[config.mk]
export PLATFORM = sky130hd
export DESIGN_NAME = prig_top
export DESIGN_NICKNAME = d
export VERILOG_FILES = /design/src/prig_pkg.sv /design/src/prig_top.sv
export SDC_FILE = /design/constraint.sdc
export NUM_CORES = 2
export LEC_CHECK = 0
export BUFFER_PORTS_ARGS = -buffer_cell sky130_fd_sc_hd__buf_2
export CAP_MARGIN = 30
export CORE_MARGIN = 5
export CORE_UTILIZATION = 40
export CTS_BUF_LIST = sky130_fd_sc_hd__clkbuf_8
export CTS_CLUSTER_SIZE = 16
export DETAILED_ROUTE_END_ITERATION = 7
export PLACE_DENSITY = 0.56
export SYNTH_ARGS = -nofsm -noshare
export SYNTH_HDL_FRONTEND = slang
export SYNTH_SLANG_ARGS = --single-unit
[constraint.sdc]
create_clock -name ref_clk -period 15.2 [get_ports ref_clk]
set_clock_uncertainty 0.05 [all_clocks]
set_input_delay 0 -clock ref_clk [delete_from_list [all_inputs] [get_ports ref_clk]]
set_output_delay 0 -clock ref_clk [all_outputs]
set_load 0.01 [all_outputs]
[src/prig_pkg.sv]
// Constants for the position reference gating and gear block.
// Assumes a 50 MHz ref_clk and a byte-addressed register port.
package prig_pkg;
    // Register byte offsets
    localparam logic [7:0] OFS_CTRL  = 8'h00;
    localparam logic [7:0] OFS_NUM   = 8'h04;
    localparam logic [7:0] OFS_DEN   = 8'h08;
    localparam logic [7:0] OFS_PPR   = 8'h0C;
    localparam logic [7:0] OFS_EBITS = 8'h10;
    localparam logic [7:0] OFS_COUNT = 8'h14;
    localparam logic [7:0] OFS_MPOS  = 8'h18;
    localparam logic [7:0] OFS_STAT  = 8'h1C;
    localparam logic [7:0] OFS_MASK  = 8'h20;
    // Control fields
    localparam int CTRL_POS_BIT = 0;
    localparam int CTRL_SRC_LSB = 1;
    localparam logic [1:0] SRC_PULSE = 2'h0;
    // Status bits
    localparam int ST_FAULT = 0;
    localparam int ST_DROP  = 1;
    localparam int ST_EARLY = 2;
    // Reset values
    localparam logic [2:0]  RST_CTRL  = 3'h0;
    localparam logic [31:0] RST_NUM   = 32'h0080_0000;
    localparam logic [31:0] RST_DEN   = 32'h0000_2710;
    localparam logic [31:0] RST_PPR   = 32'h0;
    localparam logic [4:0]  RST_EBITS = 5'h17;
    localparam logic [2:0]  RST_MASK  = 3'h0;
    // Gear ratio limit factors
    localparam logic [79:0] LIM_DEN    = 80'h2710;
    localparam logic [79:0] LIM_LO_INV = 80'h3E8;
    localparam logic [79:0] LIM_HI     = 80'hFA0;
    // Release guard time
    localparam int CLK_MHZ     = 50;
    localparam int T_RELEASE_US = 500;
    localparam int REL_CYC     = T_RELEASE_US * CLK_MHZ;
endpackage

[src/prig_top.sv]
// Position reference gating, input counter and electronic gear.
// Block pins and pulse pins are asynchronous; int_ref_* is on ref_clk.
//
// Added by the designer: the register addresses and the address-and-strobe port.
`timescale 1ns/1ps
// What this block does
// RULE1: All-block input zeroes every position reference
// RULE2: All-block locks motor; mode switching stays possible
// RULE3: Counter keeps counting during all-block
// RULE4: References counted while blocked are discarded
// RULE5: Pulse-block input zeroes pulse-terminal references
// RULE6: Pulse-block leaves other sources working
// RULE7: Blocked pulses counted but never executed
// RULE8: Other sources counted and executed during pulse-block
// RULE9: Pulse-block acts only with pulse source selected
// RULE10: Controller waits half millisecond after release
// RULE11: Fault when gear ratio outside limits
// RULE12: References scaled by B over A
// RULE13: Encoder resolution is two to encoder bits
// RULE14: Nonzero pulses-per-rev overrides gear ratio
// RULE15: Block inputs synchronised before gating
module prig_top #(
    parameter int RELEASE_CYCLES = prig_pkg::REL_CYC
) (
    // Clock and reset
    input  wire logic               ref_clk,
    input  wire logic               sys_rst,
    // Pins
    input  wire logic               all_ref_block_input,
    input  wire logic               pulse_ref_block_input,
    input  wire logic               pulse_in,
    input  wire logic               pulse_dir,
    // Internal reference source
    input  wire logic               int_ref_valid,
    input  wire logic signed [15:0] int_ref_delta,
    // Register port
    input  wire logic [7:0]         reg_addr,
    input  wire logic [31:0]        reg_wdata,
    input  wire logic               reg_wr,
    input  wire logic               reg_rd,
    output logic [31:0]             reg_rdata,
    // Motor reference and status
    output logic                    motor_step,
    output logic                    motor_dir,
    output logic signed [31:0]      motor_pos,
    output logic                    gear_ratio_limit_fault,
    output logic                    irq
);
    logic [3:0]         sync1_q;
    logic [3:0]         sync2_q;
    logic               pin3_q;
    logic [2:0]         ctrl_q;
    logic [31:0]        num_q;
    logic [31:0]        den_q;
    logic [31:0]        pulses_per_rev_setting;
    logic [4:0]         ebits_q;
    logic [2:0]         mask_q;
    logic [2:0]         stat_q;
    logic [2:0]         stat_set;
    logic signed [31:0] input_reference_counter;
    logic signed [63:0] rem_q;
    logic signed [31:0] mpos_q;
    logic               step_q;
    logic               dir_q;
    logic               fault_q;
    logic [15:0]        rel_q;
    logic [1:0]         pin_blk_prev_q;
    logic [31:0]        rdata_q;
    logic               mode_pos;
    logic [1:0]         position_ref_source_select;
    logic               blk_all;
    logic               pulse_ref_block;
    logic               pulse_ev;
    logic               int_ev;
    logic               ref_ev;
    logic signed [15:0] ref_delta;
    logic               exec;
    logic               dropped;
    logic [31:0]        eff_b;
    logic [31:0]        eff_a;
    logic [79:0]        ra80;
    logic [79:0]        b80;
    logic               fault_w;
    logic signed [63:0] a_s;
    logic signed [63:0] add_w;
    logic               step_up;
    logic               step_dn;
    logic               early;

    // Two-stage synchronisers for all pins
    always_ff @(posedge ref_clk or posedge sys_rst) begin
        if (sys_rst) begin
            sync1_q <= 4'h0;
            sync2_q <= 4'h0;
            pin3_q  <= 1'b0;
        end else begin
            sync1_q <= {pulse_dir, pulse_in, pulse_ref_block_input,
                        all_ref_block_input};  // RULE15
            sync2_q <= sync1_q;  // RULE15
            pin3_q  <= sync2_q[2];
        end
    end

    // Reference gating
    assign mode_pos = ctrl_q[prig_pkg::CTRL_POS_BIT];
    assign position_ref_source_select = ctrl_q[prig_pkg::CTRL_SRC_LSB +: 2];
    assign blk_all  = sync2_q[0] & mode_pos;  // RULE1
    assign pulse_ref_block = sync2_q[1] & mode_pos &
                      (position_ref_source_select == prig_pkg::SRC_PULSE);  // RULE9
    assign pulse_ev = sync2_q[2] & ~pin3_q & mode_pos &
                      (position_ref_source_select == prig_pkg::SRC_PULSE);
    assign int_ev   = int_ref_valid & mode_pos &
                      (position_ref_source_select != prig_pkg::SRC_PULSE);  // RULE6
    assign ref_ev   = pulse_ev | int_ev;
    assign ref_delta = pulse_ev ? (sync2_q[3] ? -16'sh1 : 16'sh1) : int_ref_delta;
    assign exec     = ref_ev & ~blk_all & ~(pulse_ev & pulse_ref_block) & ~fault_q;  // RULE1 RULE5 RULE8
    assign dropped  = ref_ev & ~exec;  // RULE4 RULE7

    // Effective gear ratio and its limits
    assign eff_b = (pulses_per_rev_setting != 32'h0) ? (32'h1 << ebits_q) : num_q;  // RULE13 RULE14
    assign eff_a = (pulses_per_rev_setting != 32'h0) ? pulses_per_rev_setting : den_q;  // RULE14
    assign ra80  = (80'h1 << ebits_q) * {48'h0, eff_a};  // RULE13
    assign b80   = {48'h0, eff_b};
    assign fault_w = (eff_a == 32'h0) | (eff_b == 32'h0) |
                     (ra80 > b80 * prig_pkg::LIM_DEN * prig_pkg::LIM_LO_INV) |
                     (b80 * prig_pkg::LIM_DEN > ra80 * prig_pkg::LIM_HI);  // RULE11

    always_ff @(posedge ref_clk or posedge sys_rst) begin
        if (sys_rst) begin
            fault_q <= 1'b0;
        end else begin
            fault_q <= fault_w;  // RULE11
        end
    end

    // Input reference counter counts gated and open references alike
    always_ff @(posedge ref_clk or posedge sys_rst) begin
        if (sys_rst) begin
            input_reference_counter <= 32'sh0;
        end else if (ref_ev) begin
            input_reference_counter <= input_reference_counter + 32'(ref_delta);  // RULE3 RULE7 RULE8
        end
    end

    // Gear: remainder accumulates delta*B, one encoder unit per A
    assign a_s     = signed'({32'h0, eff_a});
    assign add_w   = exec ? 64'(ref_delta * signed'({1'b0, eff_b})) : 64'sh0;  // RULE12
    assign step_up = ~blk_all & ~fault_q & (rem_q >= a_s);  // RULE2
    assign step_dn = ~blk_all & ~fault_q & (rem_q < 64'sh0);  // RULE2

    always_ff @(posedge ref_clk or posedge sys_rst) begin
        if (sys_rst) begin
            rem_q  <= 64'sh0;
            mpos_q <= 32'sh0;
            step_q <= 1'b0;
            dir_q  <= 1'b0;
        end else begin
            rem_q  <= rem_q + add_w - (step_up ? a_s : 64'sh0)
                      + (step_dn ? a_s : 64'sh0);  // RULE12
            step_q <= step_up | step_dn;
            if (step_up) begin
                mpos_q <= mpos_q + 32'sh1;
                dir_q  <= 1'b0;
            end else if (step_dn) begin
                mpos_q <= mpos_q - 32'sh1;
                dir_q  <= 1'b1;
            end
        end
    end

    // Guard window after the last active block input is released
    always_ff @(posedge ref_clk or posedge sys_rst) begin
        if (sys_rst) begin
            rel_q <= 16'h0;
        end else if (sync2_q[1:0] == 2'h0 && pin_blk_prev_q != 2'h0) begin
            rel_q <= 16'(RELEASE_CYCLES);  // RULE10
        end else if (rel_q != 16'h0) begin
            rel_q <= rel_q - 16'h1;
        end
    end

    always_ff @(posedge ref_clk or posedge sys_rst) begin
        if (sys_rst) begin
            pin_blk_prev_q <= 2'h0;
        end else begin
            pin_blk_prev_q <= sync2_q[1:0];
        end
    end

    assign early = int_ev & (rel_q != 16'h0);  // RULE10

    // Configuration registers
    always_ff @(posedge ref_clk or posedge sys_rst) begin
        if (sys_rst) begin
            ctrl_q  <= prig_pkg::RST_CTRL;
            num_q   <= prig_pkg::RST_NUM;
            den_q   <= prig_pkg::RST_DEN;
            pulses_per_rev_setting <= prig_pkg::RST_PPR;
            ebits_q <= prig_pkg::RST_EBITS;
            mask_q  <= prig_pkg::RST_MASK;
        end else if (reg_wr) begin
            case (reg_addr)
                prig_pkg::OFS_CTRL:  ctrl_q  <= reg_wdata[2:0];
                prig_pkg::OFS_NUM:   num_q   <= reg_wdata;
                prig_pkg::OFS_DEN:   den_q   <= reg_wdata;
                prig_pkg::OFS_PPR:   pulses_per_rev_setting <= reg_wdata;
                prig_pkg::OFS_EBITS: ebits_q <= reg_wdata[4:0];
                prig_pkg::OFS_MASK:  mask_q  <= reg_wdata[2:0];
                default: ;
            endcase
        end
    end

    // Sticky status, cleared by read, set wins
    assign stat_set = {early, dropped, fault_w & ~fault_q};
    always_ff @(posedge ref_clk or posedge sys_rst) begin
        if (sys_rst) begin
            stat_q <= 3'h0;
        end else if (reg_rd && reg_addr == prig_pkg::OFS_STAT) begin
            stat_q <= stat_set;
        end else begin
            stat_q <= stat_q | stat_set;
        end
    end

    // Read data, valid the cycle after the strobe
    always_ff @(posedge ref_clk or posedge sys_rst) begin
        if (sys_rst) begin
            rdata_q <= 32'h0;
        end else if (reg_rd) begin
            case (reg_addr)
                prig_pkg::OFS_CTRL:  rdata_q <= {29'h0, ctrl_q};
                prig_pkg::OFS_NUM:   rdata_q <= num_q;
                prig_pkg::OFS_DEN:   rdata_q <= den_q;
                prig_pkg::OFS_PPR:   rdata_q <= pulses_per_rev_setting;
                prig_pkg::OFS_EBITS: rdata_q <= {27'h0, ebits_q};
                prig_pkg::OFS_COUNT: rdata_q <= input_reference_counter;
                prig_pkg::OFS_MPOS:  rdata_q <= mpos_q;
                prig_pkg::OFS_STAT:  rdata_q <= {29'h0, stat_q};
                prig_pkg::OFS_MASK:  rdata_q <= {29'h0, mask_q};
                default:             rdata_q <= 32'h0;
            endcase
        end else begin
            rdata_q <= 32'h0;
        end
    end

    assign reg_rdata  = rdata_q;
    assign motor_step = step_q;
    assign motor_dir  = dir_q;
    assign motor_pos  = mpos_q;
    assign gear_ratio_limit_fault = fault_q;
    assign irq = |(stat_q & mask_q);

    // Checks
    property p_all_freeze;
        @(posedge ref_clk) disable iff (sys_rst)
        blk_all |=> rem_q == $past(rem_q);
    endproperty
    a_all_freeze: assert property (p_all_freeze) else $error("remainder moved under block");  // RULE1

    property p_locked;
        @(posedge ref_clk) disable iff (sys_rst)
        blk_all |=> !motor_step && motor_pos == $past(motor_pos);
    endproperty
    a_locked: assert property (p_locked) else $error("motor moved while locked");  // RULE2

    property p_count;
        @(posedge ref_clk) disable iff (sys_rst)
        ref_ev |=> input_reference_counter ==
                   $past(input_reference_counter) + 32'($past(ref_delta));
    endproperty
    a_count: assert property (p_count) else $error("counter missed a reference");  // RULE3

    property p_drop_flag;
        @(posedge ref_clk) disable iff (sys_rst)
        dropped |=> stat_q[prig_pkg::ST_DROP];
    endproperty
    a_drop_flag: assert property (p_drop_flag) else $error("drop not flagged");  // RULE4

    property p_pulse_blk;
        @(posedge ref_clk) disable iff (sys_rst)
        (pulse_ev && pulse_ref_block) |=> rem_q == $past(rem_q) - ($past(step_up) ?
            $past(a_s) : 64'sh0) + ($past(step_dn) ? $past(a_s) : 64'sh0);
    endproperty
    a_pulse_blk: assert property (p_pulse_blk) else $error("blocked pulse executed");  // RULE5

    property p_other_src;
        @(posedge ref_clk) disable iff (sys_rst)
        (int_ev && !blk_all && !fault_q) |-> exec;
    endproperty
    a_other_src: assert property (p_other_src) else $error("other source dropped");  // RULE8

    property p_src_only;
        @(posedge ref_clk) disable iff (sys_rst)
        (position_ref_source_select != prig_pkg::SRC_PULSE) |-> !pulse_ref_block;
    endproperty
    a_src_only: assert property (p_src_only) else $error("pulse block with other source");  // RULE9

    property p_fault;
        @(posedge ref_clk) disable iff (sys_rst)
        (eff_a == 32'h0) |=> gear_ratio_limit_fault;
    endproperty
    a_fault: assert property (p_fault) else $error("zero ratio not faulted");  // RULE11

    property p_step;
        @(posedge ref_clk) disable iff (sys_rst)
        step_up |=> motor_step && !motor_dir && motor_pos == $past(motor_pos) + 32'sh1;
    endproperty
    a_step: assert property (p_step) else $error("step up wrong");  // RULE12

    property p_ppr;
        @(posedge ref_clk) disable iff (sys_rst)
        (pulses_per_rev_setting != 32'h0) |-> eff_b == (32'h1 << ebits_q);
    endproperty
    a_ppr: assert property (p_ppr) else $error("ppr override wrong");  // RULE14

    property p_sync;
        @(posedge ref_clk) disable iff (sys_rst)
        blk_all |-> $past(all_ref_block_input, 2);
    endproperty
    a_sync: assert property (p_sync) else $error("block not synchronised");  // RULE15
endmodule

==> impl_results.md <==
- Outcome: finished with violations
- Failing checks: DRC
- Switching share of power: between 50 and 60%
- Hold depth: 3
- Fmax: around 67 MHz
- Cts bufs inserted: between 50 and 60
- Fraction of registers with async set/reset: 100%
- Startpoint types: flip-flop
- First-pass GRT wire length: roughly 550 mm
- Fillers: about 23,000
- Max-cap viol count: 0
- H-tree Lvls: 2
- P&R area growth vs syn: 15.8%
- Ys flop type: dfrtp_1
- Measured slew at the worst slew-check pin: 0.996 ns
- Max VDD drop: roughly 0.23 mV
- Register area share after synthesis: around 8%
- Routed len/inst: roughly 25 um
- Count of cell types in the netlist: between 90 and 100
- Endpoints failing setup: 0
- Gr usage total: roughly 30%
- Clock edge transition at the registers on the reported setup and hold paths: about 0.06 ns
- Synthesis-stage register bit count: 300
- I/O pin cnt: approximately 130
- Initial DRC count: between 6,000 and 7,000
- Root buffer cell: clkbuf_8
- CTS Sinks: 300
- DRT Wirelength: about 370 mm
- Sequential power share: about an eighth
- Fin crit share: approximately 98%
- Tmin final: approximately 15 ns
- Leak: about 0.056 uW
- Number of port buffers: 132
- Final Non-Filler Cells: approximately 15,000
- DRT Pass-1 Iters: 8
- Cell repeated most along the worst path: fa_1
- Syn_nets: roughly 14,000
- CORE AREA: ~240,000 um2
- Max-slew violation count: 0
- Ys Warns: 0
- Critical Path AT: between 15 and 20 ns
- Share of layout cells above drive strength 1: between 10 and 15%
- Final ANT Viol Nets: 0
- Area leader, netlist: fa_1
- Crit-path max cell delay: 0.62 ns
- Chip width: ~500 um
- RSZ-0062 raised after global routing: yes
- CTS tree: yes
- Reg2reg path depth: 61
- Clock Latency Late Sink: between 0.8 and 0.9 ns
- Die Y: roughly 500 um
- Hold Crit Class: primary input to flip-flop
- WP data required: 15.90 ns
- Crit. End Element: flip-flop
- Synth top area share: between 30% and 40%
- DRC viols: 1
- Reg2reg setup slack: between 0.3 and 0.4 ns
- CP max FO: 12
- Slowest-stage cell, CP: fa_1
- WS Path Type: flip-flop to flip-flop
- Initial antenna violation count: 19
- Critical hold path startpoint: reg_wdata[22]
- Worst Hold End: pulses_per_rev_setting[22]$_DFFE_PP0P_
- GRT overflow: 0
- Final HPWL DP: around 320 mm
- Placer Congestion: approximately 1
- Pin count of the biggest net entering global routing: 135
- Clock Path Buffers: 3
- NetSw: slightly below 6000 uW
- Number of global-route vias before repair: roughly 85,000
- Hold Fails Final Rpt: 0
- Final hold slack: about 0.046 ns
- Int Pwr: 5180 uW
- Initial Utilization: between 40% and 50%
- Post-synth top cells: 2,265 x inv_1, 1,859 x fa_1, 1,293 x nand2_1, 1,115 x ha_1, 1,059 x nor2_1
- Synth Instances: 10,800
- Gate power share: about four fifths
- Max_slew headroom: between 30% and 40%
- Cell count after placement: roughly 15,000
- Vias: ~80,000
- Die area: 248,000 um2
- Power share of the clock group: approximately 8%
- Top-count cell post-synth: inv_1
- Post-Syn Area: 95,400 um2
- DR vias/cell: around 5.4
- FF-to-FF End: stat_q[0]$_DFF_PP0_
- Final Net Count: approximately 15,000
- Power Density: around 100 nW/um2
- R2r startpoint: pulses_per_rev_setting[23]$_DFFE_PP0P_
- Syn avg cell area: 8.80 um2
- EDFF count, synth: 0
- Row cnt: ~180
- Top cells by area, synth: fa_1 39%, ha_1 15%, inv_1 8.9%, dfrtp_1 7.6%, nand2_1 5.1%
## cell usage in the layout (no fill, tap or decap), drive strengths merged, types with 11 or more instances in the layout
cell,instances
a2111oi,15
a211oi,28
a21boi,14
a21o,229
a21oi,441
a221o,12
a222oi,38
a22oi,33
a31oi,40
and2,31
and3,51
buf,1155
clkbuf,73
clkinv,21
dfrtp,290
diode,11
dlygate4sd3,75
fa,1859
ha,1115
inv,2289
mux2,133
nand2,1293
nand2b,62
nand3,93
nand4,75
nor2,1060
nor2b,62
nor3,80
nor4,51
o211ai,29
o21a,66
o21ai,278
o21bai,50
o31ai,14
or2,14
or3,19
xnor2,246
xor2,165
## repair_timing
item                                   in CTS  in global routing
pin swaps                                   3                135
cloned                                      0                  2
endpoints found under the hold margin     253                  0
resized for setup                          29                274
setup endpoints to repair                   2                  2
buffers inserted                            4                 26
hold buffers                               75                  0
## per-layer routing
| layer | up-vias | wire, um | global-route usage (%) |
|---|---|---|---|
| met1 | 41200 | 156000 | 40.3 |
| met5 | - | 129 | 0 |
| met3 | 614 | 27600 | 5.34 |
| li1 | 35600 | - | - |
| met4 | 16 | 16800 | 10.4 |
| met2 | 2881 | 168000 | 47.7 |
## metrics by stage
stage | area [um2] | TNS [ns] | utilization, % | setup slack, ns | total power (uW)
floorplan | 95400 | 0 | - | 0.924 | 7370
global placement | 107000 | -0.391 | 44.9 | -0.252 | 9750
detailed placement | 107000 | -0.634 | 44.9 | -0.389 | 9910
CTS | 109000 | 0 | 45.9 | 0.00225 | 10900
global route | 110000 | -0.434 | 46.5 | -0.273 | 12200
finish | 110000 | 0 | 46.5 | 0.317 | 11000
## cell families after synthesis
family                   synth area share (%)
flip-flops                               7.88
buffers and inverters                    10.5
AND/OR/NAND/NOR                          13.0
XOR/XNOR                                 3.81
adder cells (fa/ha/maj)                  53.7
AO/OA/AOI/OAI                            9.53
multiplexers                             1.63
## critical path, delay by kind of cell, from the launching register on
kind                       cells  cell delay (ns)
adders and majority gates     15             7.12
buffers and inverters         10             1.26
and+or+nand+nor               21             3.78
AOI/OAI and AO/OA             13             2.06
xor gates and xnor gates       2             0.19
DFF                            1             0.38
## how the worst max path moves through the flow
stage / start / to / slack [ns]
6_report: pulses_per_rev_setting[23]$_DFFE_PP0P_ / stat_q[0]$_DFF_PP0_ / 0.32
5_1_grt: pulses_per_rev_setting[2]$_DFFE_PP0P_ / stat_q[0]$_DFF_PP0_ / -0.27
4_1_cts: pulses_per_rev_setting[22]$_DFFE_PP0P_ / stat_q[0]$_DFF_PP0_ / 0.002
3_5_place_dp: pulses_per_rev_setting[24]$_DFFE_PP0P_ / stat_q[0]$_DFF_PP0_ / -0.39
3_3_place_gp: pulses_per_rev_setting[22]$_DFFE_PP0P_ / stat_q[0]$_DFF_PP0_ / -0.25
2_1_floorplan: pulses_per_rev_setting[6]$_DFFE_PP0P_ / stat_q[0]$_DFF_PP0_ / 0.92
## layout make-up
class,count,area [um2],area share (%)
Multi-Input combinational cell,7874,79200,71.7
Timing Repair Buffer,1232,9870,8.94
Inverter,2281,8600,7.79
Sequential cell,300,7520,6.81
Tap cell,3167,3960,3.59
Clock buffer,71,977,0.885
Clock inverter,35,255,0.231
Antenna cell,11,27.5,0.0249
## sequential cells by signal (all words and copies together), names as in the netlist
register,flops
rem_q,64
den_q,32
input_reference_counter,32
motor_pos,32
num_q,32
pulses_per_rev_setting,32
reg_rdata,32
rel_q,16
ebits_q,5
sync1_q,4
sync2_q,4
ctrl_q,3
mask_q,3
stat_q,3
pin_blk_prev_q,2
gear_ratio_limit_fault,1
motor_dir,1
motor_step,1
pin3_q,1
## power groups by stage
stage	sequential, uW	clock, uW	combinational, uW
detailed placement	1310	0	8600
global placement	1310	0	8440
global route	1330	938	9890
finish	1310	883	8820
CTS	1300	907	8700
floorplan	1190	0	6180
Power figures use the tool's default switching activity.
